$ cat config.mk
export PLATFORM = sky130hd
export DESIGN_NAME = memory_pin_control
export DESIGN_NICKNAME = d
export VERILOG_FILES = /design/src/logic/mem_pin_pkg.sv /design/src/logic/pin_sync.sv /design/src/logic/prog_machine_seq.sv /design/src/logic/memory_pin_control.sv
export SDC_FILE = /design/constraint.sdc
export NUM_CORES = 1
export LEC_CHECK = 0
export BUFFER_PORTS_ARGS = -buffer_cell sky130_fd_sc_hd__buf_2
export CORE_MARGIN = 2
export CORE_UTILIZATION = 60
export CTS_CLUSTER_SIZE = 24
export DETAILED_ROUTE_END_ITERATION = 12
export HOLD_SLACK_MARGIN = 0.15
export PLACE_DENSITY = 0.78
export REMOVE_ABC_BUFFERS = 1
export SLEW_MARGIN = 20
export SYNTH_ARGS = -nofsm -noshare
export SYNTH_HDL_FRONTEND = slang
export SYNTH_SLANG_ARGS = --single-unit
$ cat constraint.sdc
create_clock -name i_clk -period 5.45 [get_ports i_clk]
set_input_delay 1.09 -clock i_clk [delete_from_list [all_inputs] [get_ports i_clk]]
set_output_delay 1.09 -clock i_clk [all_outputs]
set_load 0.1 [all_outputs]
$ cat src/logic/mem_pin_pkg.sv
`default_nettype none

package mem_pin_pkg;

  // ----------------------------------------------------------------
  // clock and timing
  // ----------------------------------------------------------------
  localparam int unsigned CLK_PERIOD_NS = 20;          // 50 MHz
  // least time to whole cycles, never below one
  function automatic int unsigned min_cycles(input int unsigned ns);
    int unsigned c;
    c = (ns + CLK_PERIOD_NS - 1) / CLK_PERIOD_NS;
    return (c == 0) ? 1 : c;
  endfunction
  localparam int unsigned T_RCD_NS       = 20;         // activate to column
  localparam int unsigned T_RP_NS        = 20;         // precharge period
  localparam int unsigned T_TAIL_NS      = 40;         // read latency / recovery
  localparam int unsigned T_RCD_CYC      = min_cycles(T_RCD_NS);
  localparam int unsigned T_RP_CYC       = min_cycles(T_RP_NS);
  localparam int unsigned T_TAIL_CYC     = min_cycles(T_TAIL_NS);
  localparam int unsigned CS_TIMEOUT     = 64;         // cycles without ack
  localparam int unsigned TMR_W          = 8;

  // ----------------------------------------------------------------
  // widths and layouts
  // ----------------------------------------------------------------
  localparam int unsigned ADDR_W         = 11;         // row / column width
  localparam int unsigned A10_POS        = 10;         // dedicated bit
  localparam int unsigned LANES          = 4;
  localparam int unsigned PROG_LINES     = 6;
  localparam int unsigned PROG_DEPTH     = 16;
  localparam int unsigned PROG_IDX_W     = $clog2(PROG_DEPTH);
  localparam logic [PROG_LINES-1:0] PROG_LINES_IDLE = 6'h3F;
  localparam int unsigned SYNC_STAGES    = 2;

  typedef enum logic [1:0] {
    MACH_SDRAM,
    MACH_CHIPSEL,
    MACH_PROG
  } machine_t;

  // one access request from the internal bus side
  typedef struct packed {
    machine_t                mach;
    logic                    write;
    logic                    precharge_only;  // sdram: precharge alone
    logic                    all_banks;       // sdram: precharge scope
    logic [ADDR_W-1:0]       row;
    logic [ADDR_W-1:0]       col;
    logic [LANES-1:0]        byte_en;
    logic [PROG_IDX_W-1:0]   pattern_start;
  } mem_req_t;

  // one word of the programmable machine pattern
  typedef struct packed {
    logic [PROG_LINES-1:0]   lines;
    logic                    wait_check;      // stall here while wait low
    logic                    last;            // final word of the pattern
  } prog_word_t;

  // completion report
  typedef struct packed {
    logic                    done;
    logic                    acked;           // chip select ended by ack
    logic                    timeout;         // chip select timed out
  } mem_status_t;

endpackage

`default_nettype wire

$ cat src/logic/pin_sync.sv
`timescale 1ns/1ps
`default_nettype none

// two-flop synchroniser for active-low pins, idles high
module pin_sync
  import mem_pin_pkg::*;
#(
  parameter int unsigned W = 2
)(
  // clock and reset
  input  wire logic         i_clk,
  input  wire logic         i_sys_rst,
  // pins and synchronised levels
  input  wire logic [W-1:0] i_pin_n,
  output logic      [W-1:0] o_sync_n
);

  logic [W-1:0] meta_r;
  logic [W-1:0] sync_r;

  // first stage is read only by the second
  always_ff @(posedge i_clk)
  begin
    if (i_sys_rst)
    begin
      meta_r <= '1;
      sync_r <= '1;
    end
    else
    begin
      meta_r <= i_pin_n;
      sync_r <= meta_r;
    end
  end

  assign o_sync_n = sync_r;

endmodule
`default_nettype wire

$ cat src/logic/prog_machine_seq.sv
`timescale 1ns/1ps
`default_nettype none

// pattern runner for the programmable machine
module prog_machine_seq
  import mem_pin_pkg::*;
#(
  parameter int unsigned DEPTH = PROG_DEPTH
)(
  // clock and reset
  input  wire logic                  i_clk,
  input  wire logic                  i_sys_rst,
  // pattern load
  input  wire logic                  i_wr_en,
  input  wire logic [PROG_IDX_W-1:0] i_wr_addr,
  input  wire prog_word_t            i_wr_word,
  // run control
  input  wire logic                  i_start,
  input  wire logic [PROG_IDX_W-1:0] i_start_idx,
  input  wire logic                  i_wait_n,
  // results
  output logic [PROG_LINES-1:0]      o_lines,
  output logic                       o_busy,
  output logic                       o_done
);

  prog_word_t            mem [DEPTH];
  logic [PROG_IDX_W-1:0] idx_r;
  logic                  busy_r;
  logic                  done_r;
  logic [PROG_LINES-1:0] lines_r;
  prog_word_t            cur;

  assign cur = mem[idx_r];

  // pattern storage has no reset; software loads it before use
  always_ff @(posedge i_clk)
  begin
    if (i_wr_en)
      mem[i_wr_addr] <= i_wr_word;
  end

  // step through the pattern, holding on a wait-checked word
  always_ff @(posedge i_clk)
  begin
    if (i_sys_rst)
    begin
      idx_r  <= '0;
      busy_r <= 1'b0;
      done_r <= 1'b0;
    end
    else
    begin
      done_r <= 1'b0;
      if (!busy_r)
      begin
        if (i_start)
        begin
          idx_r  <= i_start_idx;
          busy_r <= 1'b1;
        end
      end
      else if (cur.wait_check && !i_wait_n)
        idx_r <= idx_r;                     // stalled by device
      else if (cur.last)
      begin
        busy_r <= 1'b0;
        done_r <= 1'b1;
      end
      else
        idx_r <= idx_r + 1'b1;
    end
  end

  // lines follow the current word only; idle level otherwise
  always_ff @(posedge i_clk)
  begin
    if (i_sys_rst)
      lines_r <= PROG_LINES_IDLE;
    else if (busy_r)
      lines_r <= cur.lines;
    else
      lines_r <= PROG_LINES_IDLE;
  end

  assign o_lines = lines_r;
  assign o_busy  = busy_r;
  assign o_done  = done_r;

endmodule
`default_nettype wire

$ cat src/logic/memory_pin_control.sv
// Operation
// - on precharge, the a10 pin selects one bank or all banks
// - during the row phase, the a10 pin carries a row address bit
// - during the column phase, the a10 pin carries a column address bit
// - separate row strobe, column strobe and write strobe to the sdram
// - six programmable lines follow the pattern software loaded
// - wait held low by the device stalls the programmable machine
// - chip-select access ends when the device asserts transfer ack
// - output enable switches memory output buffers on during chip-select reads
// - parity byte select drives the separate parity chip
// - in external master mode, a mux control steers row versus column
// - four byte masks, one per lane, select sdram byte lanes
`timescale 1ns/1ps
`default_nettype none

module memory_pin_control
  import mem_pin_pkg::*;
(
  // clock and reset
  input  wire logic                  i_clk,
  input  wire logic                  i_sys_rst,
  // access request from the internal bus
  input  wire logic                  i_req_valid,
  input  wire mem_req_t              i_req,
  output logic                       o_req_ready,
  output mem_status_t                o_status,
  // configuration levels
  input  wire logic                  i_ext_master_mode,
  input  wire logic                  i_parity_en,
  // programmable machine pattern load
  input  wire logic                  i_pat_wr_en,
  input  wire logic [PROG_IDX_W-1:0] i_pat_wr_addr,
  input  wire prog_word_t            i_pat_wr_word,
  // sdram pins
  output logic                       o_sdram_row_strobe_n,
  output logic                       o_sdram_column_strobe_n,
  output logic                       o_sdram_write_strobe_n,
  output logic                       o_sdram_precharge_address_bit,
  output logic [ADDR_W-2:0]          o_sdram_addr,
  output logic [LANES-1:0]           o_sdram_byte_mask,
  output logic                       o_sdram_address_mux_ctrl,
  // chip-select machine pins
  output logic                       o_chip_select_n,
  output logic                       o_memory_output_enable_n,
  input  wire logic                  i_chip_select_transfer_ack_n,
  // programmable machine pins
  output logic [PROG_LINES-1:0]      o_prog_machine_line,
  input  wire logic                  i_prog_machine_wait_in_n,
  // parity chip
  output logic                       o_parity_byte_select_n
);

  // ----------------------------------------------------------------
  // input synchronisers
  // ----------------------------------------------------------------
  logic [1:0] pins_sync_n;
  logic       ta_n;
  logic       wait_n;

  // both pins come from outside the clock domain
  pin_sync #(
    .W        (2)
  ) u_sync (
    .i_clk    (i_clk),
    .i_sys_rst(i_sys_rst),
    .i_pin_n  ({i_chip_select_transfer_ack_n, i_prog_machine_wait_in_n}),
    .o_sync_n (pins_sync_n)
  );

  assign ta_n   = pins_sync_n[1];
  assign wait_n = pins_sync_n[0];

  // ----------------------------------------------------------------
  // state machine
  // ----------------------------------------------------------------
  typedef enum logic [2:0] {
    ST_IDLE,
    ST_SD_ACT,
    ST_SD_RCD,
    ST_SD_TAIL,
    ST_SD_PRE,
    ST_SD_RP,
    ST_CHIPSEL,
    ST_PROG
  } state_t;

  state_t           state_r;
  state_t           state_nxt;
  mem_req_t         req_r;
  logic [TMR_W-1:0] tmr_r;
  logic             tmr_zero;
  logic             take;
  logic             prog_start;
  logic             prog_done;

  assign take        = i_req_valid && (state_r == ST_IDLE);
  assign o_req_ready = (state_r == ST_IDLE);
  assign tmr_zero    = (tmr_r == '0);
  assign prog_start  = take && (i_req.mach == MACH_PROG);

  // next state
  always_comb
  begin
    state_nxt = state_r;
    unique case (state_r)
      ST_IDLE:
        if (take)
        begin
          unique case (i_req.mach)
            MACH_CHIPSEL: state_nxt = ST_CHIPSEL;
            MACH_PROG:    state_nxt = ST_PROG;
            default:      state_nxt = i_req.precharge_only ? ST_SD_PRE
                                                           : ST_SD_ACT;
          endcase
        end
      ST_SD_ACT:  state_nxt = ST_SD_RCD;
      ST_SD_RCD:  if (tmr_zero) state_nxt = ST_SD_TAIL;
      ST_SD_TAIL: if (tmr_zero) state_nxt = ST_IDLE;
      ST_SD_PRE:  state_nxt = ST_SD_RP;
      ST_SD_RP:   if (tmr_zero) state_nxt = ST_IDLE;
      ST_CHIPSEL: if (!ta_n || tmr_zero) state_nxt = ST_IDLE;
      ST_PROG:    if (prog_done) state_nxt = ST_IDLE;
    endcase
  end

  always_ff @(posedge i_clk)
  begin
    if (i_sys_rst)
      state_r <= ST_IDLE;
    else
      state_r <= state_nxt;
  end

  // request captured at acceptance and held through the access
  always_ff @(posedge i_clk)
  begin
    if (i_sys_rst)
      req_r <= '0;
    else if (take)
      req_r <= i_req;
  end

  // ----------------------------------------------------------------
  // wait timer, reloaded on each timed phase
  // ----------------------------------------------------------------
  always_ff @(posedge i_clk)
  begin
    if (i_sys_rst)
      tmr_r <= '0;
    else if (take && i_req.mach == MACH_CHIPSEL)
      tmr_r <= TMR_W'(CS_TIMEOUT - 1);
    else if (state_r == ST_SD_ACT)
      tmr_r <= TMR_W'(T_RCD_CYC - 1);
    else if (state_r == ST_SD_RCD && tmr_zero)
      tmr_r <= TMR_W'(T_TAIL_CYC - 1);
    else if (state_r == ST_SD_PRE)
      tmr_r <= TMR_W'(T_RP_CYC - 1);
    else if (!tmr_zero)
      tmr_r <= tmr_r - 1'b1;
  end

  // ----------------------------------------------------------------
  // sdram command pins
  // ----------------------------------------------------------------
  logic             ras_nxt;
  logic             cas_nxt;
  logic             we_nxt;
  logic             a10_nxt;
  logic [ADDR_W-2:0] addr_nxt;
  logic [LANES-1:0] dqm_nxt;
  logic             row_phase;

  // command decode: nop unless a command cycle is entered
  always_comb
  begin
    ras_nxt   = 1'b1;
    cas_nxt   = 1'b1;
    we_nxt    = 1'b1;
    a10_nxt   = 1'b0;
    addr_nxt  = '0;
    dqm_nxt   = '1;
    row_phase = 1'b0;
    if (state_nxt == ST_SD_ACT)
    begin
      ras_nxt   = 1'b0;                           // activate
      a10_nxt   = i_req.row[A10_POS];
      addr_nxt  = i_req.row[ADDR_W-2:0];
      row_phase = 1'b1;
    end
    else if (state_r == ST_SD_RCD && tmr_zero)
    begin
      cas_nxt   = 1'b0;                           // read or write
      we_nxt    = !req_r.write;
      a10_nxt   = req_r.col[A10_POS];
      addr_nxt  = req_r.col[ADDR_W-2:0];
      dqm_nxt   = ~req_r.byte_en;
    end
    else if (state_nxt == ST_SD_PRE)
    begin
      ras_nxt   = 1'b0;                           // precharge
      we_nxt    = 1'b0;
      a10_nxt   = i_req.all_banks;
      addr_nxt  = i_req.row[ADDR_W-2:0];
    end
  end

  // strobes leave from flops for clean pin timing
  always_ff @(posedge i_clk)
  begin
    if (i_sys_rst)
    begin
      o_sdram_row_strobe_n          <= 1'b1;
      o_sdram_column_strobe_n       <= 1'b1;
      o_sdram_write_strobe_n        <= 1'b1;
      o_sdram_precharge_address_bit <= 1'b0;
      o_sdram_addr                  <= '0;
      o_sdram_byte_mask             <= '1;
    end
    else
    begin
      o_sdram_row_strobe_n          <= ras_nxt;
      o_sdram_column_strobe_n       <= cas_nxt;
      o_sdram_write_strobe_n        <= we_nxt;
      o_sdram_precharge_address_bit <= a10_nxt;
      o_sdram_addr                  <= addr_nxt;
      o_sdram_byte_mask             <= dqm_nxt;
    end
  end

  // external mux: high selects row, only meaningful in external master mode
  always_ff @(posedge i_clk)
  begin
    if (i_sys_rst)
      o_sdram_address_mux_ctrl <= 1'b0;
    else
      o_sdram_address_mux_ctrl <= i_ext_master_mode && row_phase;
  end

  // ----------------------------------------------------------------
  // chip-select machine pins
  // ----------------------------------------------------------------
  logic chipsel_on;

  assign chipsel_on = (state_nxt == ST_CHIPSEL);

  // ack ends the access one cycle after it is seen low
  always_ff @(posedge i_clk)
  begin
    if (i_sys_rst)
    begin
      o_chip_select_n          <= 1'b1;
      o_memory_output_enable_n <= 1'b1;
    end
    else
    begin
      o_chip_select_n          <= !chipsel_on;
      o_memory_output_enable_n <= !(chipsel_on && !(take ? i_req.write
                                                      : req_r.write));
    end
  end

  // ----------------------------------------------------------------
  // programmable machine
  // ----------------------------------------------------------------
  prog_machine_seq #(
    .DEPTH       (PROG_DEPTH)
  ) u_prog (
    .i_clk       (i_clk),
    .i_sys_rst   (i_sys_rst),
    .i_wr_en     (i_pat_wr_en),
    .i_wr_addr   (i_pat_wr_addr),
    .i_wr_word   (i_pat_wr_word),
    .i_start     (prog_start),
    .i_start_idx (i_req.pattern_start),
    .i_wait_n    (wait_n),
    .o_lines     (o_prog_machine_line),
    .o_busy      (),
    .o_done      (prog_done)
  );

  // ----------------------------------------------------------------
  // parity byte select and completion report
  // ----------------------------------------------------------------
  // parity chip joins chip-select and programmable accesses alike
  always_ff @(posedge i_clk)
  begin
    if (i_sys_rst)
      o_parity_byte_select_n <= 1'b1;
    else
      o_parity_byte_select_n <= !(i_parity_en &&
                                  (chipsel_on || state_nxt == ST_PROG));
  end

  // one-cycle done pulse with the cause of a chip-select finish
  always_ff @(posedge i_clk)
  begin
    if (i_sys_rst)
      o_status <= '0;
    else
    begin
      o_status.done    <= (state_r != ST_IDLE) && (state_nxt == ST_IDLE);
      o_status.acked   <= (state_r == ST_CHIPSEL) && !ta_n;
      o_status.timeout <= (state_r == ST_CHIPSEL) && ta_n && tmr_zero;
    end
  end

endmodule
`default_nettype wire

# Yosys cells after proc, flatten, opt, wreduce, memory -nomap -nowiden
# Memories as Yosys holds them, arrays and structs flattened. A register that Yosys moved wholly into a read port is not among the register bits.
# Cells that the tools add are included.
dict set report totals {
  ff_bits 68
  latch_bits 0
  ram_bits 128
  rom_bits 0
  in_bits 55
  out_inout_bits 32
  word_cells 119
  n_memories 1
}
# name words width rd rd_ports_with_merged_regs write_ports line_no
set mem_list {}
lappend mem_list {u_prog.mem 16 8 1 1 1 prog_machine_seq.sv:27} ;# prog_word_t mem [DEPTH];
dict set report op_classes {
  addsub 2
  n_mul 0
  n_div 0
  order_cmp 0
  n_eq_ne 16
  n_shift 0
  mux 39
  n_bitwise 3
  reduce_logical 33
}
# cell count
set op_table {}
lappend op_table {{$mux 10} 3}
lappend op_table {{$mux 6} 5}
lappend op_table {{$mux 4} 6}
lappend op_table {{$eq 3x3->1 const B} 7}
lappend op_table {{$pmux 3 s7} 1}
lappend op_table {{$mux 3} 6}
lappend op_table {{$mux 1} 17}
lappend op_table {{$logic_and 1x1->1} 12}
lappend op_table {{$logic_not 8->1} 1}
lappend op_table {{$sub 8x1->8 const B} 1}
lappend op_table {{$logic_not 1->1} 7}
lappend op_table {{$eq 3x1->1 const B} 2}
lappend op_table {{$eq 3x2->1 const B} 2}
lappend op_table {{$logic_not 3->1} 2}
lappend op_table {{$pmux 3 s2} 1}
lappend op_table {{$reduce_or 2->1} 3}
lappend op_table {{$reduce_or 3->1} 2}
lappend op_table {{$ne 5x1->1 const B} 1}
lappend op_table {{$reduce_or 5->1} 1}
lappend op_table {{$add 4x1->4 const B} 1}
lappend op_table {{$ne 2x2->1 const B} 2}
lappend op_table {{$not 4->4} 1}
lappend op_table {{$reduce_and 3->1} 1}
lappend op_table {{$reduce_bool 3->1} 1}
lappend op_table {{5 further kinds} 7}

# Depth between registers and ports, before layout
# Gate-level depths: netlist of run 1.
dict set report logic_depth {
  word_depth 8
  depth_mapped 10
  ltp_nobuf 8
}

# By module
# From an unflattened synthesis of run 1, not the netlist that was laid out.
dict set report unflattened {
  cells_unflattened 533
  area_unflattened_um2 8025.2
}
# module instances cells_per_inst area_each_um2 seq_area_each_um2
set by_module_without_submodules {}
lappend by_module_without_submodules {prog_machine_seq 1 276 5718.0 4164.0}
lappend by_module_without_submodules {memory_pin_control 1 249 2202.1 1041.0}
lappend by_module_without_submodules {pin_sync 1 8 105.1 80.1}

# Least setup slack after synthesis of run 1
# Ideal clock, no wire load.
dict set report synth_timing {
  path_type {reg-to-reg}
  from {reg state_r[1]}
  to {reg o_sdram_addr[0]}
  setup_ns 0.117
  arrival_time_ns 3.759
  required_time_ns 5.333
  path_slack_ns 1.574
  stages_incl_launch_ff 9
  n_path_buf 2
  synth_period_minus_slack_ns 3.876
  path_cell_list {dfxtp_1 clkbuf_1 nor3_1 a21boi_0 o32a_1 a2111oi_4 o21ba_1 buf_6 a22o_1}
}
dict set report synth_between {
  elab_chain_len 8
  word_cells_on_any_way 22
  classes_between {eq/ne: 9; mux: 9; reduce/logical: 4}
}
# item line_no
set synth_lines {}
lappend synth_lines {{start: declaration} memory_pin_control.sv:87} ;# state_t state_r;
lappend synth_lines {{start signal: assignment} memory_pin_control.sv:131} ;# state_r <= state_nxt;
lappend synth_lines {{$logic_not 3->1 *} -}
lappend synth_lines {{net o_req_ready} memory_pin_control.sv:25} ;# output logic o_req_ready,
lappend synth_lines {{$logic_and 1x1->1} memory_pin_control.sv:96} ;# assign take = i_req_valid && (state_r == ST_IDLE);
lappend synth_lines {{$mux 3} memory_pin_control.sv:107} ;# if (take)
lappend synth_lines {{$pmux 3 s7 *} memory_pin_control.sv:105} ;# unique case (state_r)
lappend synth_lines {{$eq 3x3->1} memory_pin_control.sv:198} ;# else if (state_nxt == ST_SD_PRE)
lappend synth_lines {{$mux 10} memory_pin_control.sv:198}
lappend synth_lines {{$mux 10} memory_pin_control.sv:190} ;# else if (state_r == ST_SD_RCD && tmr_zero)
lappend synth_lines {{$mux 10 *} memory_pin_control.sv:183} ;# if (state_nxt == ST_SD_ACT)
lappend synth_lines {{end signal: assignment} memory_pin_control.sv:225} ;# o_sdram_addr <= addr_nxt;
lappend synth_lines {{end: declaration} memory_pin_control.sv:39} ;# output logic [ADDR_W-2:0] o_sdram_addr,
# Mark *: on every way through the listed nets, which the timed path passes. The rest lies on a longest branch.
# A chain may end at the register's enable or synchronous reset.

# Final worst setup path of run 1
dict set report layout_timing {
  from {reg tmr_r[0]}
  to {reg o_sdram_addr[6]}
}
dict set report layout_between {
  elab_chain_len 8
  word_cells_on_any_way 12
  classes_between {eq/ne: 2; mux: 7; reduce/logical: 3}
}
# item line_no
set layout_lines {}
lappend layout_lines {{start: declaration} memory_pin_control.sv:90} ;# logic [TMR_W-1:0] tmr_r;
lappend layout_lines {{start signal: assignment} memory_pin_control.sv:151} ;# tmr_r <= TMR_W'(CS_TIMEOUT - 1);
lappend layout_lines {{start signal: assignment} memory_pin_control.sv:153} ;# tmr_r <= TMR_W'(T_RCD_CYC - 1);
lappend layout_lines {{start signal: assignment} memory_pin_control.sv:155} ;# tmr_r <= TMR_W'(T_TAIL_CYC - 1);
lappend layout_lines {{$logic_not 8->1 *} memory_pin_control.sv:98} ;# assign tmr_zero = (tmr_r == '0);
lappend layout_lines {{$logic_or 1x1->1} memory_pin_control.sv:121} ;# ST_CHIPSEL: if (!ta_n || tmr_zero) state_nxt = ST_IDLE;
lappend layout_lines {{$mux 3} memory_pin_control.sv:121}
lappend layout_lines {{$pmux 3 s7} memory_pin_control.sv:105}
lappend layout_lines {{$eq 3x3->1} memory_pin_control.sv:198}
lappend layout_lines {{$mux 10} memory_pin_control.sv:198}
lappend layout_lines {{$mux 10} memory_pin_control.sv:190}
lappend layout_lines {{$mux 10 *} memory_pin_control.sv:183}
# Mark *: on every way between the ends. The rest lies on a longest branch, timed or not.

==> results.json, run 1 <==
{
  "grt_usage_pct": 23.3,
  "tns_ps": 0,
  "crit_slowest_cell": "or4_1",
  "clkPwrFrac_pct": 29.3,
  "fin_nets": 651,
  "clockBufferDepth": 2,
  "hpwl_mm": 9.74,
  "antenna_found_initial": 0,
  "drv_slew": 0,
  "finalHoldViolations": 0,
  "io_buffers": 86,
  "cts.clk_slew.worst_paths_ps": 70,
  "max_freq_mhz": 325,
  "cts_tree": "done",
  "finalCritPeriodShare_pct": 56.5,
  "drtPass1Iterations": 4,
  "antenna_left": 0,
  "synth_top_area_share_pct": 49.7,
  "power_frac_comb_pct": 28.8,
  "syn_avg_cell_area_sq_um": 15.3,
  "worst_pin_slew_ps": 1080,
  "min_path_type": "reg2reg",
  "grt_overflow": 0,
  "synthesis.area_sq_um": 7740,
  "postSynthCellCount": 507,
  "rsz0062_at_grt": "no",
  "syn2layout_area_growth_pct": 15.6,
  "p_switching_mw": 1.55,
  "drv_cap": 0,
  "insertion_delay_ps": 440,
  "ioPinCount": 87,
  "drt_wl_total_mm": 15.3,
  "critical-path-max-stage-delay_ps": 620,
  "initial_core_util_pct": 61.3,
  "ys_types": 55,
  "dpl.cell_count": 745,
  "worst-setup-path-type": "reg2reg",
  "min-delay-start": "req_r[5]",
  "top_layer": "met4",
  "cp.required_ps": 5830,
  "cts_resized": 0,
  "drc": 0,
  "die_area_sq_um": 13800,
  "clock_skew_ps": 8.43,
  "grt_pass1_vias": 4572,
  "htreeDepth": 4,
  "swShare_pct": 34.4,
  "min_period_ps": 3080,
  "wl_per_cell_um": 19.7,
  "crit_path_start": "tmr_r[0]",
  "drt_iter0_drc": 438,
  "gp_congestion": 0.886,
  "cts_setup_buffers": 0,
  "fin_cells": 777,
  "startpoint_type": "register",
  "peakVddDrop_v": 0.000258,
  "p_leak_nw": 3.09,
  "vias": 4601,
  "die_h_um": 118,
  "critPathArrivalTime_ps": 3460,
  "std_cell_rows": 41,
  "synth.area.top_cells": "edfxtp_1 (50%), dfxtp_1 (19%), mux4_2 (10%), nand2_1 (2.5%), a21oi_1 (1.8%)",
  "cts_buffers": 17,
  "yosysWarnings": 0,
  "slew_headroom_pct": 27.7,
  "root_buffer": "clkbuf_16",
  "pwr-share-seq_pct": 41.9,
  "drive_gt1_share_pct": 28.8,
  "core-area_sq_um": 12600,
  "avgViaCountPerCell": 5.92,
  "p_int_mw": 2.95,
  "setup_viol": 0,
  "diodes": 0,
  "cp-end-kind": "register",
  "ys.flop_type": "edfxtp_1",
  "reg2reg_from": "tmr_r[0]",
  "ys_async_sr_fraction_pct": 0,
  "wl_met1_mm": 6.53,
  "hold_buffers": 0,
  "synth-edff-count": 128,
  "wl_met3_um": 881,
  "yosysSeqAreaShare_pct": 68.3,
  "yosys.area.top_type": "edfxtp_1",
  "wl_met2_mm": 7.54,
  "powerDensity_nw_per_um2": 503,
  "grt_max_degree": 44,
  "status": "finished clean",
  "die_x_um": 118,
  "grt_pass1_wl_mm": 24.3,
  "clock-sinks": 200,
  "crit_fanout": 11,
  "path_cells": "inv_1 > ha_1 > or4b_4 > or4_1 > xnor2_4 > a2111oi_4 > o21ba_1 > a22o_1",
  "synth_seq_cells": 200
}
cell families (layout without fill, tap and decap cells):
kind of cell,Yosys count,in the layout,synth area share [%]
flip-flops,200,200,68.3
AO/OA/AOI/OAI,69,69,6.63
adder cells (fa/ha/maj),4,4,0.647
multiplexers,45,45,11.7
XOR/XNOR,9,9,1.26
AND/OR/NAND/NOR,146,146,9.57
buffers and inverters,34,132,1.96
cells in the mapped netlist, types with 2 or more instances:
cell	number
or2_2	4
a211oi_1	6
inv_1	8
nor2_1	32
and4b_1	2
clkbuf_1	16
nand3b_1	5
nand3_1	4
nor2b_1	10
a21oi_1	28
nand2b_1	12
nor4b_1	2
a22o_1	10
buf_6	2
xor2_1	2
buf_2	4
and3_1	4
a311oi_1	3
a31oi_1	2
edfxtp_1	128
ha_1	4
nor3_1	9
buf_1	2
dfxtp_1	72
nor4_1	2
o21ai_0	6
mux4_2	36
nand2_1	51
nand4b_1	2
mux2i_1	8
a221oi_1	2
xnor2_1	6
worst max-delay path: cells and delay by family (launching register included):
family / cells / cell delay [ps]
fa+ha+maj: 1 / 190
simple gates: 2 / 1130
buf+inv: 1 / 70
xor+xnor: 1 / 220
flops: 1 / 340
compound gates: 3 / 1040
cells in the final DEF (no fill, tap or decap), types with 3 or more instances in the layout:
master       n
a22o_1      10
a311oi_1     3
nand2_1     51
clkinv_2     3
buf_4        5
nand2b_1    12
nor3_1       7
nor2_1      32
mux2i_1      8
or2_2        4
bufinv_16    4
a21oi_1     28
and3_1       4
ha_1         4
clkbuf_16   17
a211oi_1     6
nor2b_1     10
edfxtp_1   128
mux4_2      36
inv_1        8
xnor2_1      6
nand3b_1     5
o21ai_0      6
buf_2       86
dfxtp_1     71
nand3_1      4
metrics by stage:
stage	cell area (sq um)	hold WS (ps)	setup WS, ps	power, mW	util, %
2_1_floorplan	7620	358	1160	2.94	-
3_3_place_gp	8320	364	2410	3.17	66.0
3_5_place_dp	8320	369	2330	3.20	66.0
4_1_cts	8950	382	2390	4.51	70.9
5_1_grt	8950	393	2220	4.68	70.9
6_report	8950	380	2370	4.50	70.9
power by group through the flow:
stage                     Sequential, mW  Combinational, mW  Clock [mW]
final                               1.88               1.30        1.32
after global routing                1.90               1.39        1.39
after CTS                           1.88               1.30        1.33
after detailed placement            1.91               1.29           0
after global placement              1.91               1.26           0
after floorplan                     2.23              0.707           0
worst paths after layout:
check / to / slack [ps] / cells after the start
max: o_sdram_addr[6] / 2370 / 8
min: o_sdram_byte_mask[1] / 380 / 1
max reg2reg: o_sdram_addr[6] / 2370 / 8
min reg2reg: o_sdram_byte_mask[1] / 380 / 1
cell type report:
class                   instances  area (sq um)
repair buffers                 91           468
fillers                       831          3670
clock inverters                14           196
clock buffers                  18           429
well taps                     172           215
inverters                       9          33.8
flip-flops and latches        200          5290
multi-input cells             273          2320
per-layer routing:
metal | global-route usage, % | vias to the layer above
met2 | 37.9 | 173
met1 | 31.0 | 2292
met4 | 9.64 | 0
li1 | - | 2105
met5 | 0 | -
met3 | 4.84 | 31
sequential cells by signal, indices dropped and copies added (netlist names), named ones only:
register and count:
req_r 16, o_sdram_write_strobe_n 1, o_sdram_byte_mask 4, u_prog.o_lines 6
o_parity_byte_select_n 1, u_sync.o_sync_n 2, state_r 3, u_prog.o_done 1
u_sync.meta_r 2, o_sdram_address_mux_ctrl 1, o_sdram_column_strobe_n 1, o_sdram_row_strobe_n 1
u_prog.idx_r 4, o_sdram_addr 10, u_prog.mem 128, o_status 3
u_prog.o_busy 1, tmr_r 8, o_sdram_precharge_address_bit 1, o_memory_output_enable_n 1
o_chip_select_n 1
Note: power is estimated with default switching activity, not from simulation.
==> run 2, diff against run 1 <==
--- a/config.mk
+++ b/config.mk
@@ -7,11 +7,11 @@
 export LEC_CHECK = 0
 export BUFFER_PORTS_ARGS = -buffer_cell sky130_fd_sc_hd__buf_2
 export CORE_MARGIN = 2
-export CORE_UTILIZATION = 60
+export CORE_UTILIZATION = 52
 export CTS_CLUSTER_SIZE = 24
 export DETAILED_ROUTE_END_ITERATION = 12
 export HOLD_SLACK_MARGIN = 0.15
-export PLACE_DENSITY = 0.78
+export PLACE_DENSITY = 0.72
 export REMOVE_ABC_BUFFERS = 1
 export SLEW_MARGIN = 20
 export SYNTH_ARGS = -nofsm -noshare
==> constraint.sdc (replaced) <==
create_clock -name i_clk -period 2.8 [get_ports i_clk]
set_input_delay 0.56 -clock i_clk [delete_from_list [all_inputs] [get_ports i_clk]]
set_output_delay 0.56 -clock i_clk [all_outputs]
set_load 0.1 [all_outputs]
==> results.json, run 2 (synthesis gave the netlist of run 1 again) <==
{
  "min_period_ps": 2630,
  "crit_fanout": 11,
  "drt_iter0_drc": 377,
  "final_common_cell": "edfxtp_1",
  "reg2reg_from": "tmr_r[1]",
  "regToRegSetupSlack_ps": 170,
  "antenna_found_initial": 0,
  "regMostFlops": "u_prog.mem",
  "wl_per_cell_um": 18.5,
  "place_area_sq_um": 8500,
  "drc": 0,
  "insertion_delay_ps": 430,
  "fin_cells": 812,
  "die_h_um": 126,
  "min-delay-start": "i_parity_en",
  "post-route-util_pct": 62.5,
  "grt_max_degree": 32,
  "cts_tree": "done",
  "clockBufferDepth": 2,
  "clock_skew_ps": 10.7,
  "drv_cap": 0,
  "critical-path-max-stage-delay_ps": 470,
  "powerDensity_nw_per_um2": 959,
  "hold_buffers": 0,
  "root_buffer": "clkbuf_16",
  "drv_slew": 0,
  "cp.required_ps": 3170,
  "fin_ws_ps": 171,
  "fillers": 1059,
  "path_cells": "inv_1 > ha_1 > or4b_4 > or4_4 > xnor2_4 > a2111oi_4 > o21ba_4 > a22o_1",
  "crit_slowest_cell": "or4b_4",
  "core-area_sq_um": 14500,
  "rsz0062_at_grt": "no",
  "pwr-share-seq_pct": 41.4,
  "grt_overflow": 0,
  "holdPathStages": 2,
  "cp-end-kind": "register",
  "drive_gt1_share_pct": 31.5,
  "ioPinCount": 87,
  "swShare_pct": 35.5,
  "post-place-ws_ps": -45.0,
  "diodes": 0,
  "antenna_left": 0,
  "crit_buf_inv": 1,
  "initial_core_util_pct": 53.3,
  "p_leak_nw": 3.19,
  "timing.rr.end": "o_sdram_addr[8]",
  "reg.largest.list": "u_prog.mem (128), req_r (16), o_sdram_addr (10)",
  "clkPwrFrac_pct": 26.8,
  "holdPathEnd": "o_parity_byte_select_n",
  "cts.clk_slew.worst_paths_ps": 70,
  "worst_pin_slew_ps": 766,
  "startpoint_type": "register",
  "clock-sinks": 200,
  "hpwl_mm": 10.4,
  "slew_headroom_pct": 48.7,
  "worst-setup-path-type": "reg2reg",
  "max_freq_mhz": 380,
  "cts_buffers": 17,
  "p_switching_mw": 3.09,
  "avgViaCountPerCell": 5.61,
  "gp_congestion": 0.869,
  "cts_setup_buffers": 0,
  "power_frac_comb_pct": 31.8,
  "vias": 4556,
  "p_int_mw": 5.62,
  "die_area_sq_um": 15900,
  "finalHoldViolations": 0,
  "grt_usage_pct": 20.0,
  "dpl.cell_count": 780,
  "drtPass1Iterations": 5,
  "fin_nets": 674,
  "syn2layout_area_growth_pct": 17.4,
  "htreeDepth": 4,
  "drt_wl_total_mm": 15.1,
  "finalCritPeriodShare_pct": 93.9,
  "critPathArrivalTime_ps": 2990,
  "setup_viol": 0,
  "cpLargestDelayFamily": "simple AND/OR/NAND/NOR gates",
  "status": "finished clean",
  "grt_pass1_wl_mm": 24.5,
  "die_x_um": 126,
  "std_cell_rows": 44,
  "min_path_type": "in2reg",
  "ff2ff_path_depth": 8,
  "grt_pass1_vias": 4626,
  "io_buffers": 86,
  "final_cell_mix": "edfxtp_1 (128), buf_2 (86), dfxtp_1 (71)",
  "peakVddDrop_v": 0.000528,
  "largest_reg_flops": 128,
  "final_area_sq_um": 9090
}
-- run 2: how the worst max path moves through the flow --
stage,end,slack [ps],start,cells past startpoint
2_1_floorplan,o_sdram_addr[0],-1490,state_r[0],5
3_3_place_gp,o_sdram_addr[5],30,tmr_r[1],8
3_5_place_dp,o_sdram_addr[5],-40,tmr_r[1],8
4_1_cts,o_sdram_addr[8],50,tmr_r[1],8
5_1_grt,o_sdram_addr[9],70,tmr_r[1],8
6_report,o_sdram_addr[8],170,tmr_r[1],8
-- run 2: cell type report --
| class | instances | area [sq um] | share of cell area [%] |
|---|---|---|---|
| Inverter | 9 | 33.8 | 0.372 |
| Sequential cell | 200 | 5290 | 58.2 |
| Clock buffer | 19 | 453 | 4.98 |
| Clock inverter | 13 | 123 | 1.35 |
| Timing Repair Buffer | 114 | 641 | 7.05 |
| Multi-Input combinational cell | 273 | 2320 | 25.5 |
| Tap cell | 184 | 230 | 2.53 |
-- run 2: metrics by stage --
step	power (mW)	setup TNS (ps)	hold slack, ps
5_1_grt	9.15	0	272
6_report	8.71	0	289
3_5_place_dp	6.39	-382	368
3_3_place_gp	6.30	0	365
4_1_cts	8.76	0	261
2_1_floorplan	5.72	-45160	358
-- run 2: power by group through the flow --
| stage | clock network, mW | logic, mW | registers (mW) |
|---|---|---|---|
| floorplan | 0 | 1.38 | 4.34 |
| global placement | 0 | 2.65 | 3.65 |
| detailed placement | 0 | 2.72 | 3.66 |
| CTS | 2.41 | 2.75 | 3.60 |
| global route | 2.53 | 2.98 | 3.64 |
| finish | 2.34 | 2.77 | 3.60 |
-- run 2: repair_timing --
action                                 in CTS  in global routing
setup endpoints to repair                  11                 11
endpoints found under the hold margin       0                  0
resized for setup                           1                  2
-- run 2: worst reg2reg max path: cells and delay by family (launching register included) --
| kind | cells | cell delay, ps |
|---|---|---|
| and+or+nand+nor | 2 | 940 |
| buffers and inverters | 1 | 60 |
| AOI/OAI and AO/OA | 3 | 880 |
| adders and majority gates | 1 | 180 |
| DFF | 1 | 340 |
| xor gates and xnor gates | 1 | 160 |
-- run 2: routing by layer --
| metal | global-route usage [%] | routed length [um] | up-vias |
|---|---|---|---|
| met2 | 33.7 | 7760 | 146 |
| met3 | 5.56 | 825 | 13 |
| li1 | - | - | 2143 |
| met5 | 0 | 0 | - |
| met1 | 25.9 | 6340 | 2254 |
| met4 | 5.24 | 132 | 0 |
